[src/common/timer_mode_defines.svh]
// Register numbers, field positions, reset values and rates of the interval timer block
`ifndef TIMER_MODE_DEFINES_SVH
`define TIMER_MODE_DEFINES_SVH

// Register numbers and select on the system coprocessor register port
`define REG_NUM_COUNTER 5'h09
`define REG_NUM_COMPARE 5'h0b
`define REG_NUM_PSTATUS 5'h0c
`define REG_SEL_MAIN 3'h0

// Processor status field positions
`define PS_SYSCOP_USABLE 28
`define PS_REDUCED_POWER 27
`define PS_REVERSE_ENDIAN 25
`define PS_BOOT_VECTOR 22
`define PS_SOFT_RESET 20
`define PS_NMI_FLAG 19
`define PS_PRIO_LSB 10
`define PS_PRIO_MSB 12
`define PS_USER_MODE 4
`define PS_ERROR_LEVEL 2
`define PS_EXC_LEVEL 1
`define PS_GLOBAL_IE 0

// Reset values; counter and compare are undefined after reset, zero is chosen
`define COUNTER_RESET 32'h0000_0000
`define COMPARE_RESET 32'h0000_0000
`define PS_BOOT_VECTOR_RESET 1'b1
`define PS_SOFT_RESET_RESET 1'b1
`define PS_NMI_RESET 1'b0
`define PS_REDUCED_POWER_RESET 1'b0
`define PS_ERROR_LEVEL_RESET 1'b1
`define PRIO_RESET 3'h0

// Counter advances once per this many core clocks
`define COUNT_TICK_DIV 2

`endif

[src/common/timer_mode_pkg.sv]
// Types shared by the interval timer and mode logic
package timer_mode_pkg;

  typedef enum logic [2:0] {
    MODE_KERNEL = 3'b001,
    MODE_USER   = 3'b010,
    MODE_DEBUG  = 3'b100
  } op_mode_t;

  typedef logic [2:0] prio_t;

endpackage

[src/core/tick_divider.sv]
// Free-running divider producing a one-cycle enable pulse every DIV clocks
`timescale 1ns/1ps
`default_nettype none

module tick_divider #(
  parameter int DIV = 2
) (
  // Clock and reset
  input wire logic clock_i,
  input wire logic rstn_i,
  // Enable pulse
  output logic tick_o
);

  localparam int CW = (DIV > 1) ? $clog2(DIV) : 1;
  localparam logic [CW-1:0] LAST = CW'(DIV - 1);

  logic [CW-1:0] div_q;

  // Never stalled, so the rate does not depend on anything upstream
  always_ff @(posedge clock_i or negedge rstn_i) begin
    if (!rstn_i) begin
      div_q <= '0;
    end else if (div_q == LAST) begin
      div_q <= '0;
    end else begin
      div_q <= div_q + CW'(1);
    end
  end

  always_ff @(posedge clock_i or negedge rstn_i) begin
    if (!rstn_i) begin
      tick_o <= 1'b0;
    end else begin
      tick_o <= (div_q == LAST);
    end
  end

endmodule

`default_nettype wire

[src/core/core_interval_timer_and_mode_status.sv]
// Interval counter, compare interrupt and processor status / operating mode logic
//
// Functional notes
// Counter advances at a fixed rate, independent of pipeline progress.
// Counter increments every second clock while count disable is zero.
// Software may overwrite the counter anytime; counting continues from it.
// Debug count run bit chooses counting or freezing in Debug mode.
// Compare register changes only on a software write.
// Timer interrupt asserts when counter equals compare.
// Timer interrupt stays asserted until compare is written.
// Interrupts enabled only with enable set, exception, error, debug clear.
// Enabled interrupt requests are further qualified by the priority threshold.
// Debug mode when debug flag set, else Kernel or User.
// User mode only when user select set and exception, error clear.
// Kernel mode when user select clear or exception or error set.
// Access to an unusable system coprocessor raises an exception.
// Counter is a full 32-bit read/write register.
// Compare is a full 32-bit read/write register.
// Request signalled only when its level exceeds the three-bit threshold.
// System coprocessor is always usable in Kernel mode.
// Error level set on reset, soft reset, NMI or cache error.
// Counter wraps from all ones to zero and keeps counting.
// Equality is checked after every counter change or register write; the code checks only on counter changes and compare writes.
`include "timer_mode_defines.svh"
`timescale 1ns/1ps
`default_nettype none

module core_interval_timer_and_mode_status
  import timer_mode_pkg::*;
#(
  parameter int WIDTH = 32,
  parameter int TICK_DIV = `COUNT_TICK_DIV
) (
  // Clock and reset
  input wire logic clock_i,
  input wire logic rstn_i,
  // System coprocessor register port
  input wire logic reg_wr_i,
  input wire logic reg_rd_i,
  input wire logic [4:0] reg_num_i,
  input wire logic [2:0] reg_sel_i,
  input wire logic [WIDTH-1:0] reg_wdata_i,
  output logic [WIDTH-1:0] reg_rdata_o,
  output logic reg_rvalid_o,
  // Control bits held outside this block
  input wire logic count_disable_i,
  input wire logic debug_mode_flag_i,
  input wire logic debug_count_run_i,
  // Exception events that force the error level
  input wire logic soft_reset_i,
  input wire logic nmi_i,
  input wire logic cache_error_i,
  // Interrupt request qualification
  input wire logic irq_req_i,
  input wire logic [2:0] irq_req_level_i,
  output logic irq_enabled_o,
  output logic irq_signal_o,
  // Timer interrupt toward the interrupt controller
  output logic timer_irq_o,
  // Operating mode and coprocessor access
  output op_mode_t mode_o,
  input wire logic syscop_access_i,
  output logic syscop_unusable_exc_o
);

  // Register decode
  logic sel_main;
  logic hit_counter;
  logic hit_compare;
  logic hit_pstatus;
  logic wr_counter;
  logic wr_compare;
  logic wr_pstatus;

  assign sel_main = (reg_sel_i == `REG_SEL_MAIN);

  always_comb begin
    hit_counter = 1'b0;
    hit_compare = 1'b0;
    hit_pstatus = 1'b0;
    if (sel_main && reg_num_i == `REG_NUM_COUNTER) begin
      hit_counter = 1'b1;
    end else if (sel_main && reg_num_i == `REG_NUM_COMPARE) begin
      hit_compare = 1'b1;
    end else if (sel_main && reg_num_i == `REG_NUM_PSTATUS) begin
      hit_pstatus = 1'b1;
    end
  end

  assign wr_counter = reg_wr_i && hit_counter;
  assign wr_compare = reg_wr_i && hit_compare;
  assign wr_pstatus = reg_wr_i && hit_pstatus;

  // Count rate
  logic count_tick;

  // fixed rate divider
  tick_divider #(
    .DIV(TICK_DIV)
  ) u_tick (
    .clock_i(clock_i),
    .rstn_i(rstn_i),
    .tick_o(count_tick)
  );

  // Interval counter
  logic [WIDTH-1:0] interval_counter_q;
  logic [WIDTH-1:0] interval_counter_d;
  logic count_step;
  logic counter_changed;

  // tick gated by disable
  // debug freeze control
  assign count_step = count_tick && !count_disable_i && (!debug_mode_flag_i || debug_count_run_i);

  always_comb begin
    interval_counter_d = interval_counter_q;
    // software write wins
    if (wr_counter) begin
      interval_counter_d = reg_wdata_i;
    end else if (count_step) begin
      // plain wrap to zero
      interval_counter_d = interval_counter_q + WIDTH'(1);
    end
  end

  assign counter_changed = wr_counter || count_step;

  // full width counter
  always_ff @(posedge clock_i or negedge rstn_i) begin
    if (!rstn_i) begin
      interval_counter_q <= `COUNTER_RESET;
    end else begin
      interval_counter_q <= interval_counter_d;
    end
  end

  // Compare register
  logic [WIDTH-1:0] interval_compare_q;
  logic [WIDTH-1:0] interval_compare_d;

  // changes on write only
  assign interval_compare_d = wr_compare ? reg_wdata_i : interval_compare_q;

  // full width compare
  always_ff @(posedge clock_i or negedge rstn_i) begin
    if (!rstn_i) begin
      interval_compare_q <= `COMPARE_RESET;
    end else begin
      interval_compare_q <= interval_compare_d;
    end
  end

  // Timer interrupt
  logic match_now;
  logic timer_irq_d;

  // check after any change; next values are compared so a write that
  // lands on the count is seen in the same cycle as the write itself
  assign match_now = (counter_changed || wr_compare) && (interval_counter_d == interval_compare_d);

  always_comb begin
    timer_irq_d = timer_irq_o;
    // assert on equality
    if (match_now) begin
      timer_irq_d = 1'b1;
    // held until compare write
    end else if (wr_compare) begin
      timer_irq_d = 1'b0;
    end
  end

  always_ff @(posedge clock_i or negedge rstn_i) begin
    if (!rstn_i) begin
      timer_irq_o <= 1'b0;
    end else begin
      timer_irq_o <= timer_irq_d;
    end
  end

  // Processor status fields
  logic syscop_usable_q;
  logic reduced_power_enable_q;
  logic reverse_endian_user_q;
  logic boot_vector_select_q;
  logic soft_reset_flag_q;
  logic nmi_flag_q;
  prio_t priority_threshold_q;
  logic user_mode_select_q;
  logic error_level_q;
  logic exception_level_q;
  logic global_irq_enable_q;

  // Plain read/write fields
  always_ff @(posedge clock_i or negedge rstn_i) begin
    if (!rstn_i) begin
      syscop_usable_q <= 1'b0;
      reduced_power_enable_q <= `PS_REDUCED_POWER_RESET;
      reverse_endian_user_q <= 1'b0;
      boot_vector_select_q <= `PS_BOOT_VECTOR_RESET;
      priority_threshold_q <= `PRIO_RESET;
      user_mode_select_q <= 1'b0;
      exception_level_q <= 1'b0;
      global_irq_enable_q <= 1'b0;
    end else if (wr_pstatus) begin
      syscop_usable_q <= reg_wdata_i[`PS_SYSCOP_USABLE];
      reduced_power_enable_q <= reg_wdata_i[`PS_REDUCED_POWER];
      reverse_endian_user_q <= reg_wdata_i[`PS_REVERSE_ENDIAN];
      boot_vector_select_q <= reg_wdata_i[`PS_BOOT_VECTOR];
      priority_threshold_q <= reg_wdata_i[`PS_PRIO_MSB:`PS_PRIO_LSB];
      user_mode_select_q <= reg_wdata_i[`PS_USER_MODE];
      exception_level_q <= reg_wdata_i[`PS_EXC_LEVEL];
      global_irq_enable_q <= reg_wdata_i[`PS_GLOBAL_IE];
    end
  end

  // hardware set of error level wins over a write of zero
  always_ff @(posedge clock_i or negedge rstn_i) begin
    if (!rstn_i) begin
      error_level_q <= `PS_ERROR_LEVEL_RESET;
    end else if (soft_reset_i || nmi_i || cache_error_i) begin
      error_level_q <= 1'b1;
    end else if (wr_pstatus) begin
      error_level_q <= reg_wdata_i[`PS_ERROR_LEVEL];
    end
  end

  // Software may only clear these two; a new event in the same cycle wins
  always_ff @(posedge clock_i or negedge rstn_i) begin
    if (!rstn_i) begin
      soft_reset_flag_q <= `PS_SOFT_RESET_RESET;
    end else if (soft_reset_i) begin
      soft_reset_flag_q <= 1'b1;
    end else if (wr_pstatus && !reg_wdata_i[`PS_SOFT_RESET]) begin
      soft_reset_flag_q <= 1'b0;
    end
  end

  always_ff @(posedge clock_i or negedge rstn_i) begin
    if (!rstn_i) begin
      nmi_flag_q <= `PS_NMI_RESET;
    end else if (nmi_i) begin
      nmi_flag_q <= 1'b1;
    end else if (wr_pstatus && !reg_wdata_i[`PS_NMI_FLAG]) begin
      nmi_flag_q <= 1'b0;
    end
  end

  // Mode and interrupt enable
  logic irq_en_now;
  logic kernel_now;
  logic user_now;
  op_mode_t mode_d;

  // all four conditions
  assign irq_en_now = global_irq_enable_q && !exception_level_q && !error_level_q
                      && !debug_mode_flag_i;
  // any one forces Kernel
  assign kernel_now = !user_mode_select_q || exception_level_q || error_level_q;
  // all three needed for User
  assign user_now = user_mode_select_q && !exception_level_q && !error_level_q;

  always_comb begin
    // debug flag overrides
    if (debug_mode_flag_i) begin
      mode_d = MODE_DEBUG;
    end else if (user_now) begin
      mode_d = MODE_USER;
    end else begin
      mode_d = MODE_KERNEL;
    end
  end

  always_ff @(posedge clock_i or negedge rstn_i) begin
    if (!rstn_i) begin
      mode_o <= MODE_KERNEL;
    end else begin
      mode_o <= mode_d;
    end
  end

  always_ff @(posedge clock_i or negedge rstn_i) begin
    if (!rstn_i) begin
      irq_enabled_o <= 1'b0;
      irq_signal_o <= 1'b0;
    end else begin
      irq_enabled_o <= irq_en_now;
      // threshold qualification
      // strictly above threshold
      irq_signal_o <= irq_en_now && irq_req_i && (irq_req_level_i > priority_threshold_q);
    end
  end

  // Coprocessor access check; Debug mode is treated as privileged
  always_ff @(posedge clock_i or negedge rstn_i) begin
    if (!rstn_i) begin
      syscop_unusable_exc_o <= 1'b0;
    end else begin
      // unusable access traps
      // Kernel always usable
      syscop_unusable_exc_o <= syscop_access_i && !syscop_usable_q && !kernel_now
                               && !debug_mode_flag_i;
    end
  end

  // Register read
  logic [WIDTH-1:0] pstatus_view;
  logic [WIDTH-1:0] rdata_d;

  always_comb begin
    pstatus_view = '0;
    pstatus_view[`PS_SYSCOP_USABLE] = syscop_usable_q;
    pstatus_view[`PS_REDUCED_POWER] = reduced_power_enable_q;
    pstatus_view[`PS_REVERSE_ENDIAN] = reverse_endian_user_q;
    pstatus_view[`PS_BOOT_VECTOR] = boot_vector_select_q;
    pstatus_view[`PS_SOFT_RESET] = soft_reset_flag_q;
    pstatus_view[`PS_NMI_FLAG] = nmi_flag_q;
    pstatus_view[`PS_PRIO_MSB:`PS_PRIO_LSB] = priority_threshold_q;
    pstatus_view[`PS_USER_MODE] = user_mode_select_q;
    pstatus_view[`PS_ERROR_LEVEL] = error_level_q;
    pstatus_view[`PS_EXC_LEVEL] = exception_level_q;
    pstatus_view[`PS_GLOBAL_IE] = global_irq_enable_q;
  end

  // Unmapped numbers read as zero rather than faulting
  always_comb begin
    rdata_d = '0;
    if (hit_counter) begin
      rdata_d = interval_counter_q;
    end else if (hit_compare) begin
      rdata_d = interval_compare_q;
    end else if (hit_pstatus) begin
      rdata_d = pstatus_view;
    end
  end

  always_ff @(posedge clock_i or negedge rstn_i) begin
    if (!rstn_i) begin
      reg_rdata_o <= '0;
      reg_rvalid_o <= 1'b0;
    end else begin
      reg_rvalid_o <= reg_rd_i;
      if (reg_rd_i) begin
        reg_rdata_o <= rdata_d;
      end
    end
  end

endmodule

`default_nettype wire

[config.mk]
export PLATFORM = sky130hd
export DESIGN_NAME = core_interval_timer_and_mode_status
export DESIGN_NICKNAME = d
export VERILOG_FILES = /design/src/common/timer_mode_pkg.sv /design/src/core/tick_divider.sv /design/src/core/core_interval_timer_and_mode_status.sv
export VERILOG_INCLUDE_DIRS = /design/src /design/src/common
export SDC_FILE = /design/constraint.sdc
export NUM_CORES = 1
export LEC_CHECK = 0
export ABC_AREA = 1
export CAP_MARGIN = 20
export CELL_PAD_IN_SITES_DETAIL_PLACEMENT = 1
export CELL_PAD_IN_SITES_GLOBAL_PLACEMENT = 1
export CORE_ASPECT_RATIO = 1.4
export CORE_MARGIN = 5
export CORE_UTILIZATION = 45
export CTS_CLUSTER_SIZE = 28
export DETAILED_ROUTE_END_ITERATION = 10
export DONT_BUFFER_PORTS = 1
export GPL_TIMING_DRIVEN = 1
export PLACE_DENSITY_LB_ADDON = 0.1
export SLEW_MARGIN = 20
export SYNTH_ARGS = -nofsm -noshare
export SYNTH_HDL_FRONTEND = slang
export SYNTH_HIERARCHICAL = 1
export SYNTH_SLANG_ARGS = --single-unit
[constraint.sdc]
create_clock -name clock_i -period 2.4 [get_ports clock_i]
set_clock_uncertainty 0.15 [all_clocks]
set_input_delay 0.24 -clock clock_i [delete_from_list [all_inputs] [get_ports clock_i]]
set_output_delay 0.24 -clock clock_i [all_outputs]
set_load 0.1 [all_outputs]
== Word-level counts from Yosys, hierarchy flattened ==
Cells that the tools add are included.
Operators by class
  $add $sub $neg: 2
  $lt $le $gt $ge: 1
  equal/unequal tests: 4
  muxes and demuxes: 23
  reductions and logical operators: 42
Operator list (number)
  $mux W32: 5
  $add A32 B1 Y32 const B: 1
  $eq A32 B32 Y1: 1
  $mux W29: 1
  $logic_and A1 B1 Y1: 21
  $eq A5 B4 Y1 const B: 3
  $mux W1: 15
  $logic_not A1 Y1: 9
  $reduce_bool A2 Y1: 4
  $logic_or A1 B1 Y1: 7
  $gt A3 B3 Y1: 1
  $logic_not A3 Y1: 1
  $mux W3: 1
  $mux W2: 1
  $add A1 B1 Y1 const B: 1
Storage, ports and cells
  bits in registers: 119
  output and inout port bits: 40
  word-level logic and storage cells: 94

== Longest topological paths before layout ==
Gate-level depths: netlist of the first run.
  depth in word-level cells: 9
  mapped depth: 19
  gate-level depth less buffers: 19

== By module ==
The synthesis of the first run kept the hierarchy.
Modules (own cells, without submodules)
  core_interval_timer_and_mode_status: instances 1, cells each 1003, area an instance 6881.6 um^2, seq. area each 2932.8 um^2
  tick_divider: instances 1, cells each 3, area an instance 53.8 um^2, seq. area each 50.0 um^2

== Worst setup path after synthesis of the first run ==
Ideal clock, no wire load.
  kind: register to register
  start point: register interval_counter_q[1]
  end point: register timer_irq_o
  setup time: 68 ps
  arrival: 1804 ps
  data required time: 2182 ps
  slack: 379 ps
  cell stages (with the launch flop): 18
  period minus slack after synthesis: 2021 ps
  cells stage by stage: dfrtp_1 > ha_1 > nand3_1 > nor2_1 > nand2_1 > nand2_1 > nand2_1 > nand2_1 > nand2_1 > nand2_1 > nand2_1 > nor2_1 > nand2_1 > nor2_1 > nand2_1 > nor2_1 > nand3_1 > nand2_1
Between the ends
  longest elaborated chain between the ends: 6
  elaborated cells between the ends (all ways): 7
RTL lines
  start: declaration: line core_interval_timer_and_mode_status.sv:107  | logic [WIDTH-1:0] interval_counter_q;
  start signal: assignment: line core_interval_timer_and_mode_status.sv:132  | interval_counter_q <= `COUNTER_RESET;
  start signal: assignment: line core_interval_timer_and_mode_status.sv:134  | interval_counter_q <= interval_counter_d;
  $add A32 B1 Y32: line core_interval_timer_and_mode_status.sv:123  | interval_counter_d = interval_counter_q + WIDTH'(1);
  $mux W32 *: line core_interval_timer_and_mode_status.sv:121  | end else if (count_step) begin
  $mux W32 *: line core_interval_timer_and_mode_status.sv:119  | if (wr_counter) begin
  $eq A32 B32 Y1 *: line core_interval_timer_and_mode_status.sv:160  | assign match_now = (counter_changed || wr_compare) && (interval_counter_d == interval_compare_d);
  $logic_and A1 B1 Y1 *: line core_interval_timer_and_mode_status.sv:160
  $mux W1 or $reduce_bool A2 Y1 (tied branches)
  end signal: assignment: line core_interval_timer_and_mode_status.sv:177  | timer_irq_o <= timer_irq_d;
  end: declaration: line core_interval_timer_and_mode_status.sv:59  | output logic timer_irq_o,
Every way passes the cells marked *; elsewhere a longest branch is shown, timed or not.
A chain may end at the register's enable or synchronous reset.

== Worst setup path after layout of the first run ==
  start point: register interval_counter_q[0]
  end point: register timer_irq_o
Between the ends
  longest elaborated chain between the ends: 6
  elaborated cells between the ends (all ways): 7
RTL lines
  $add A32 B1 Y32 *: line core_interval_timer_and_mode_status.sv:123
  $mux W32 *: line core_interval_timer_and_mode_status.sv:121
  $mux W32 *: line core_interval_timer_and_mode_status.sv:119
  net interval_counter_d[10]: line core_interval_timer_and_mode_status.sv:108  | logic [WIDTH-1:0] interval_counter_d;
  $eq A32 B32 Y1 *: line core_interval_timer_and_mode_status.sv:160
  $logic_and A1 B1 Y1 *: line core_interval_timer_and_mode_status.sv:160
  $mux W1 or $reduce_bool A2 Y1 (tied branches)
Mark *: on every way through the listed nets, which the timed path passes. The rest lies on a longest branch.

==> flow_summary.ini, run 1 <==
[critical_path]
crit_top_cell = nand2_1
path_class = reg -> reg
max_stage_delay_ns = 0.43
ff2ff_setup_slack_ns = -0.04
endpoint_kind = register
path_cells = ha_4 > nand2_4 > nor2_4 > nand3_4 > nor2_4 > buf_6 > nand2_1 > nand3_2 > nand2_2 > nand2_1 > nand2_1 > nor2_1 > nand2_1 > nor2_1 > nand2_1 > nor2_1 > nand3_1 > nand2_1
worstSetupStartpointType = register
arrival_ns = 2.64
rr_startpoint = interval_counter_q[0]$_DFF_PN0_
required_ns = 2.60
crit_start = interval_counter_q[0]$_DFF_PN0_
cpMaxStageDelayCell = dfrtp_2
rr_worst_depth = 18
path_max_fanout = 4
r2r-end = timer_irq_o$_DFFE_PN0P_
cp-endpoint = timer_irq_o$_DFFE_PN0P_

[logic_synthesis]
synth-edff-count = 0
yosysUniqueCellTypes = 42
ys_ff_latch = 119
synthTopCellsByArea = dfrtp_1 (41%), nand2_1 (20%), inv_1 (8.9%)
synth_area_um2 = 6935
synthSimpleGateAreaFrac_pct = 34.93
synth_top_family_by_area = simple AND/OR/NAND/NOR gates
synthCells = 1006
syn-num-nets = 1065
synthFlopType = dfrtp_1
synth-compound-area-share_pct = 8.642
synth_top_area_share_pct = 41.49
yosysWarningCount = 6
synthArstFlopShare_pct = 100.0
synth_top_area_cell = dfrtp_1
avgSynthCellArea_um2 = 6.894
synth-xor-area-share_pct = 0.3789
ys_seq_area_share_pct = 43.01
synth_adder_area_share_pct = 0.7216
synthMuxAreaShare_pct = 1.137

[final_layout]
final_cells = 1334
final_cell_mix = nand2_1 (348), inv_1 (163), dfrtp_1 (105)
layout_commonest_cell = nand2_1
nFillCells = 1922
final_util_pct = 60.08
num_antenna_cells = 0
design_area_um2 = 9044
drive_above_1_share_pct = 18.65
fin_nets = 1188
area_growth_pct = 30.40

[timing]
setup_violations = 1
max_freq_mhz = 410.3
tightest_slew_ns = 0.9091
fin_crit_ns = 2.437
rsz0062_at_grt = yes
whs_ns = -0.6320
hold_violations = 119
maxSlewHeadroom_pct = 39.39
finalWorstSetupSlack_ns = -0.03734
drv_slew = 0
finalCritPeriodShare_pct = 101.6

[die]
io_pins = 95
fp.dieW_um = 114.9
die-area_um2 = 18030
num_rows = 53
start_util_pct = 46.07
core_area_um2 = 15050
die_y_um = 156.9

[route]
firstDrtPassIters = 4
ant_nets = 0
via_per_inst = 5.345
wire_per_inst_um = 19.14
wl_mm = 25.53
num_vias = 7130
drt_iter0_markers = 427
route.detailed.drc = 0

[clock_network]
insertion_delay_ns = 0.42
numClockSinks = 119
cts_tree = built
clk_pin_slew_ns = 0.06
cts-root-buf = clkbuf_16
cts.htree.levels = 4
numCtsBuffers = 17
hold_buffers = 49
cts_max_path_buffers = 2

[pwr]
internal_power_mw = 4.515
finalPower_mw = 6.873
seqPwrFrac_pct = 34.8
p_sw_mw = 2.358
power.leakage_nw = 4.743
pwr-share-clk_pct = 41.1
p_sw_share_pct = 34.31
ir_drop_mv = 0.3975
powerDensity_nw_per_um2 = 760.0
p_comb_share_pct = 24.1

[placement]
dpl.hpwl_mm = 17.28
dp.cells = 1243
routabilityCongestion = 0.9350
portBuffers = 0
place_area_um2 = 7605

[global_routing]
grt-ovfl-total = 0
grt_max_degree = 120
antenna_found_initial = 0
grt_pass1_vias = 7790
grt_pass1_wl_mm = 40.43
grt.total_usage_pct = 28.82

[min_path]
hp-class = in -> async

[outcome]
violations = negative hold slack, negative setup slack
status = complete, but fails checks

[run]
drv_cap = 0
## flip-flops by register name, indices dropped and copies added, names as in the netlist, 3 cells and up
| register | flops |
|---|---|
| interval_compare_q | 32 |
| interval_counter_q | 32 |
| reg_rdata_o | 32 |
| mode_o | 3 |
| priority_threshold_q | 3 |
## power by group through the flow
stage / registers, mW / logic, mW / clock network (mW)
after floorplan: 2.49 / 0.761 / 0
after global placement: 2.39 / 1.29 / 0
after detailed placement: 2.40 / 1.32 / 0
after CTS: 2.37 / 1.47 / 2.85
after global routing: 2.41 / 1.83 / 2.94
final: 2.39 / 1.66 / 2.82
## layer usage
metal / routed length [um] / global-route usage (%)
met5: 0 / 0
met4: 1081 / 13.76
met3: 1083 / 5.000
met2: 13080 / 49.81
met1: 10290 / 34.49
## stage by stage
step	setup TNS, ns	worst slack, ns
after detailed placement	-0.09540	-0.09540
final	-0.03734	-0.03734
after CTS	0	0.002037
after global routing	-0.1679	-0.1679
after floorplan	0	0.3789
after global placement	-0.002011	-0.002011
## timing repair
action | in CTS | in global routing
gates resized for setup | 14 | 56
endpoints found under the setup margin | 1 | 1
buffers inserted | 3 | 7
endpoints found under the hold margin | 235 | 119
pin swaps | 3 | 20
## cell type report
class                           count  area, um2  share of cell area, %
Clock buffer                       17      425.4                  4.704
Clock inverter                     15      214.0                  2.366
Inverter                          170      638.1                  7.056
Multi-Input combinational cell    691       3378                  37.35
Sequential cell                   119       2995                  33.12
Tap cell                          192      240.2                  2.656
Timing Repair Buffer              130       1152                  12.74
## synthesized netlist by cell type, types with 4 or more instances
cell type and count:
dfstp_2 4, ha_1 4, inv_1 165, buf_6 4, or2_2 12, o21a_1 5, inv_2 5, dfrtp_1 115
nor2_2 6, o21ai_0 44, a31oi_1 14, nand4_1 15, nor2_1 87, buf_2 8, nor3_1 7, clkbuf_1 13
mux2_2 7, o221ai_1 8, o211ai_1 5, nand3_1 74, nand2_1 363, o22ai_1 6, o21ai_1 11
## worst min path at each step
stage	start	end	slack [ns]
final	rstn_i	reg_rdata_o[4]$_DFFE_PN0P_	-0.63
after global routing	rstn_i	reg_rdata_o[4]$_DFFE_PN0P_	-0.65
after CTS	rstn_i	reg_rdata_o[4]$_DFFE_PN0P_	-0.64
after detailed placement	rstn_i	reg_rdata_o[4]$_DFFE_PN0P_	-0.20
after global placement	rstn_i	reg_rdata_o[4]$_DFFE_PN0P_	-0.20
after floorplan	rstn_i	exception_level_q$_DFFE_PN0P_	-0.21
## worst max-delay path: cells and delay by family (launching register included)
family / cells / cell delay [ns]
and+or+nand+nor: 16 / 1.49
buffers and inverters: 1 / 0.13
adders and majority gates: 1 / 0.18
DFF: 1 / 0.43
## logic make-up (layout without fill, tap and decap cells)
logic type,Yosys count,count (layout)
AO/OA/AOI/OAI,100,100
flip-flops,119,119
AND/OR/NAND/NOR,577,577
buffers and inverters,196,332
XOR/XNOR,3,3
adder cells (fa/ha/maj),4,4
multiplexers,7,7
(Power assumes the default switching activity.)
==> run 2: changes to the inputs <==
--- a/config.mk
+++ b/config.mk
@@ -21,5 +21,4 @@
 export SLEW_MARGIN = 20
 export SYNTH_ARGS = -nofsm -noshare
 export SYNTH_HDL_FRONTEND = slang
-export SYNTH_HIERARCHICAL = 1
 export SYNTH_SLANG_ARGS = --single-unit
==> flow_summary.ini, run 2 <==
[placement]
routabilityCongestion = 0.8579
portBuffers = 0
dpl.hpwl_mm = 17.81
dp.cells = 1268
pre_cts_slack_ns = -0.01542

[timing]
drv_slew = 0
maxSlewHeadroom_pct = 39.83
finalWorstSetupSlack_ns = 0.05017
max_freq_mhz = 425.6
whs_ns = -0.6377
rsz0062_at_grt = yes
finalCritPeriodShare_pct = 97.91
hold_violations = 119
setup_violations = 0
fin_crit_ns = 2.350
tightest_slew_ns = 0.9032

[clock_network]
cts_max_path_buffers = 2
cts_tree = built
numCtsBuffers = 17
clk_pin_slew_ns = 0.06
insertion_delay_ns = 0.42
cts-root-buf = clkbuf_16
numClockSinks = 119
cts.htree.levels = 4

[route]
num_vias = 7193
wire_per_inst_um = 18.84
firstDrtPassIters = 5
wl_mm = 25.61
via_per_inst = 5.293
route.detailed.drc = 0
drt_iter0_markers = 378
ant_nets = 0

[logic_synthesis]
synthCells = 1009
synth_top_area_cell = dfrtp_1
synth_top_area_share_pct = 40.76
synth-edff-count = 0
synth_area_um2 = 7061
synthFlopType = dfrtp_1
netlist_top_cells_count = nand2_1 (358), inv_1 (143), dfrtp_1 (115)
yosysMostFrequentCell = nand2_1
synthArstFlopShare_pct = 100.0
yosysWarningCount = 0
avgSynthCellArea_um2 = 6.998
synthTopCellsByArea = dfrtp_1 (41%), nand2_1 (19%), inv_1 (7.6%)
yosysUniqueCellTypes = 44
ys_ff_latch = 119
syn-num-nets = 1068
ys_seq_area_share_pct = 42.25

[critical_path]
rr_startpoint = interval_counter_q[1]$_DFF_PN0_
worstSetupStartpointType = register
path_max_fanout = 2
rr_worst_depth = 17
arrival_ns = 2.51
path_class = reg -> reg
required_ns = 2.56
crit_start = interval_counter_q[1]$_DFF_PN0_
endpoint_kind = register

[global_routing]
grt_pass1_vias = 7612
grt.total_usage_pct = 28.19
grt-ovfl-total = 0
antenna_found_initial = 0
grt_pass1_wl_mm = 39.77
grt_max_degree = 120

[min_path]
hp-class = in -> async

[die]
start_util_pct = 45.43
core_area_um2 = 15540
fp.dieW_um = 115.9
num_rows = 54
io_pins = 95
die_y_um = 158.2
die-area_um2 = 18330

[outcome]
violations = negative hold slack
status = complete, but fails checks

[pwr]
finalPower_mw = 6.456
power.leakage_nw = 4.797
powerDensity_nw_per_um2 = 697.3
ir_drop_mv = 0.5112

[final_layout]
drive_above_1_share_pct = 21.41
layout_commonest_cell = nand2_1
top_regs = interval_compare_q x32, interval_counter_q x32, reg_rdata_o x32
num_antenna_cells = 0
fin_nets = 1209
final_cells = 1359
area_growth_pct = 31.14
final_cell_mix = nand2_1 (336), inv_1 (142), dfrtp_1 (109)
final_util_pct = 59.58

[run]
drv_cap = 0
[run 2: cell count changes in the layout (fill, tap and decap cells not counted), moves of 9 or more]
cell     delta
o21ai_2    +12
nand2_2    +14
o21ai_0     -9
buf_4      +23
inv_1      -21
nand2_1    -12
nand3_1    +10
a21oi_1    +11
[run 2: final cells by class]
| type | instances | area, um2 |
|---|---|---|
| Inverter | 150 | 563.0 |
| Clock buffer | 18 | 429.2 |
| Tap cell | 196 | 245.2 |
| Multi-Input combinational cell | 710 | 3550 |
| Clock inverter | 14 | 162.7 |
| Timing Repair Buffer | 152 | 1319 |
| Fill cell | 1995 | 6281 |
| Sequential cell | 119 | 2990 |
[run 2: cells by family (layout without fill, tap and decap cells)]
kind of cell,count (synthesis),count (layout),synth area share [%]
buffers and inverters,180,334,10.53
xor gates and xnor gates,4,4,0.4963
adders and majority gates,4,4,0.7089
and+or+nand+nor,591,591,36.49
AOI/OAI and AO/OA,111,111,9.534
DFF,119,119,42.25
[run 2: timing repair]
action	4_1_cts	5_1_grt
gates resized for setup	0	72
setup endpoints to repair	0	2
hold buffers	47	1
setup buffers	0	11
hold endpoints to repair	220	120
[run 2: path summary, 6_finish.rpt]
check,to,slack (ns)
max,timer_irq_o$_DFFE_PN0P_,0.05
min,reg_rdata_o[31]$_DFFE_PN0P_,-0.64
max reg2reg,timer_irq_o$_DFFE_PN0P_,0.05
min reg2reg,u_tick.tick_o$_DFF_PN0_,0.23
max in group asynchronous,mode_o[0]$_DFF_PN1_,2.49
min in group clock_i,global_irq_enable_q$_DFFE_PN0P_,0.01
[run 2: worst max-delay path, cell delays in order (launching register included)]
cell     delay [ns]
dfrtp_1        0.36
ha_2           0.20
inv_2          0.05
nor2_4         0.09
buf_4          0.13
nand3_4        0.10
nor2_4         0.17
buf_4          0.13
nand2_1        0.08
xor2_1         0.17
nand2_1        0.10
o21ai_2        0.08
nand2_1        0.07
nand2_1        0.07
nor2_1         0.04
buf_4          0.13
nand3_1        0.06
nand2_1        0.05
[run 2: per-stage QoR]
step / instance area (um2) / hold slack [ns] / setup TNS, ns
after CTS: 8927 / -0.6503 / 0
after floorplan: 7061 / -0.2056 / 0
final: 9259 / -0.6377 / 0
after global placement: 7855 / -0.2007 / 0
after detailed placement: 7855 / -0.2015 / -0.01542
after global routing: 9259 / -0.6614 / -0.1713
[run 2: layer usage]
metal  up-vias  GRT usage [%]  share of wire, %
met1      3502          33.16                40
li1       3475              -                 -
met2       173          51.30                53
met4         0          8.845               2.4
met5         -              0                 0
met3        43          5.392               4.2
[run 2: where the power goes]
| group | switching [mW] | total [mW] | internal [mW] |
|---|---|---|---|
| Clock | 1.05 | 2.61 | 1.56 |
| Sequential | 0.160 | 2.33 | 2.17 |
| Combinational | 0.978 | 1.52 | 0.543 |
| Total | 2.19 | 6.46 | 4.26 |
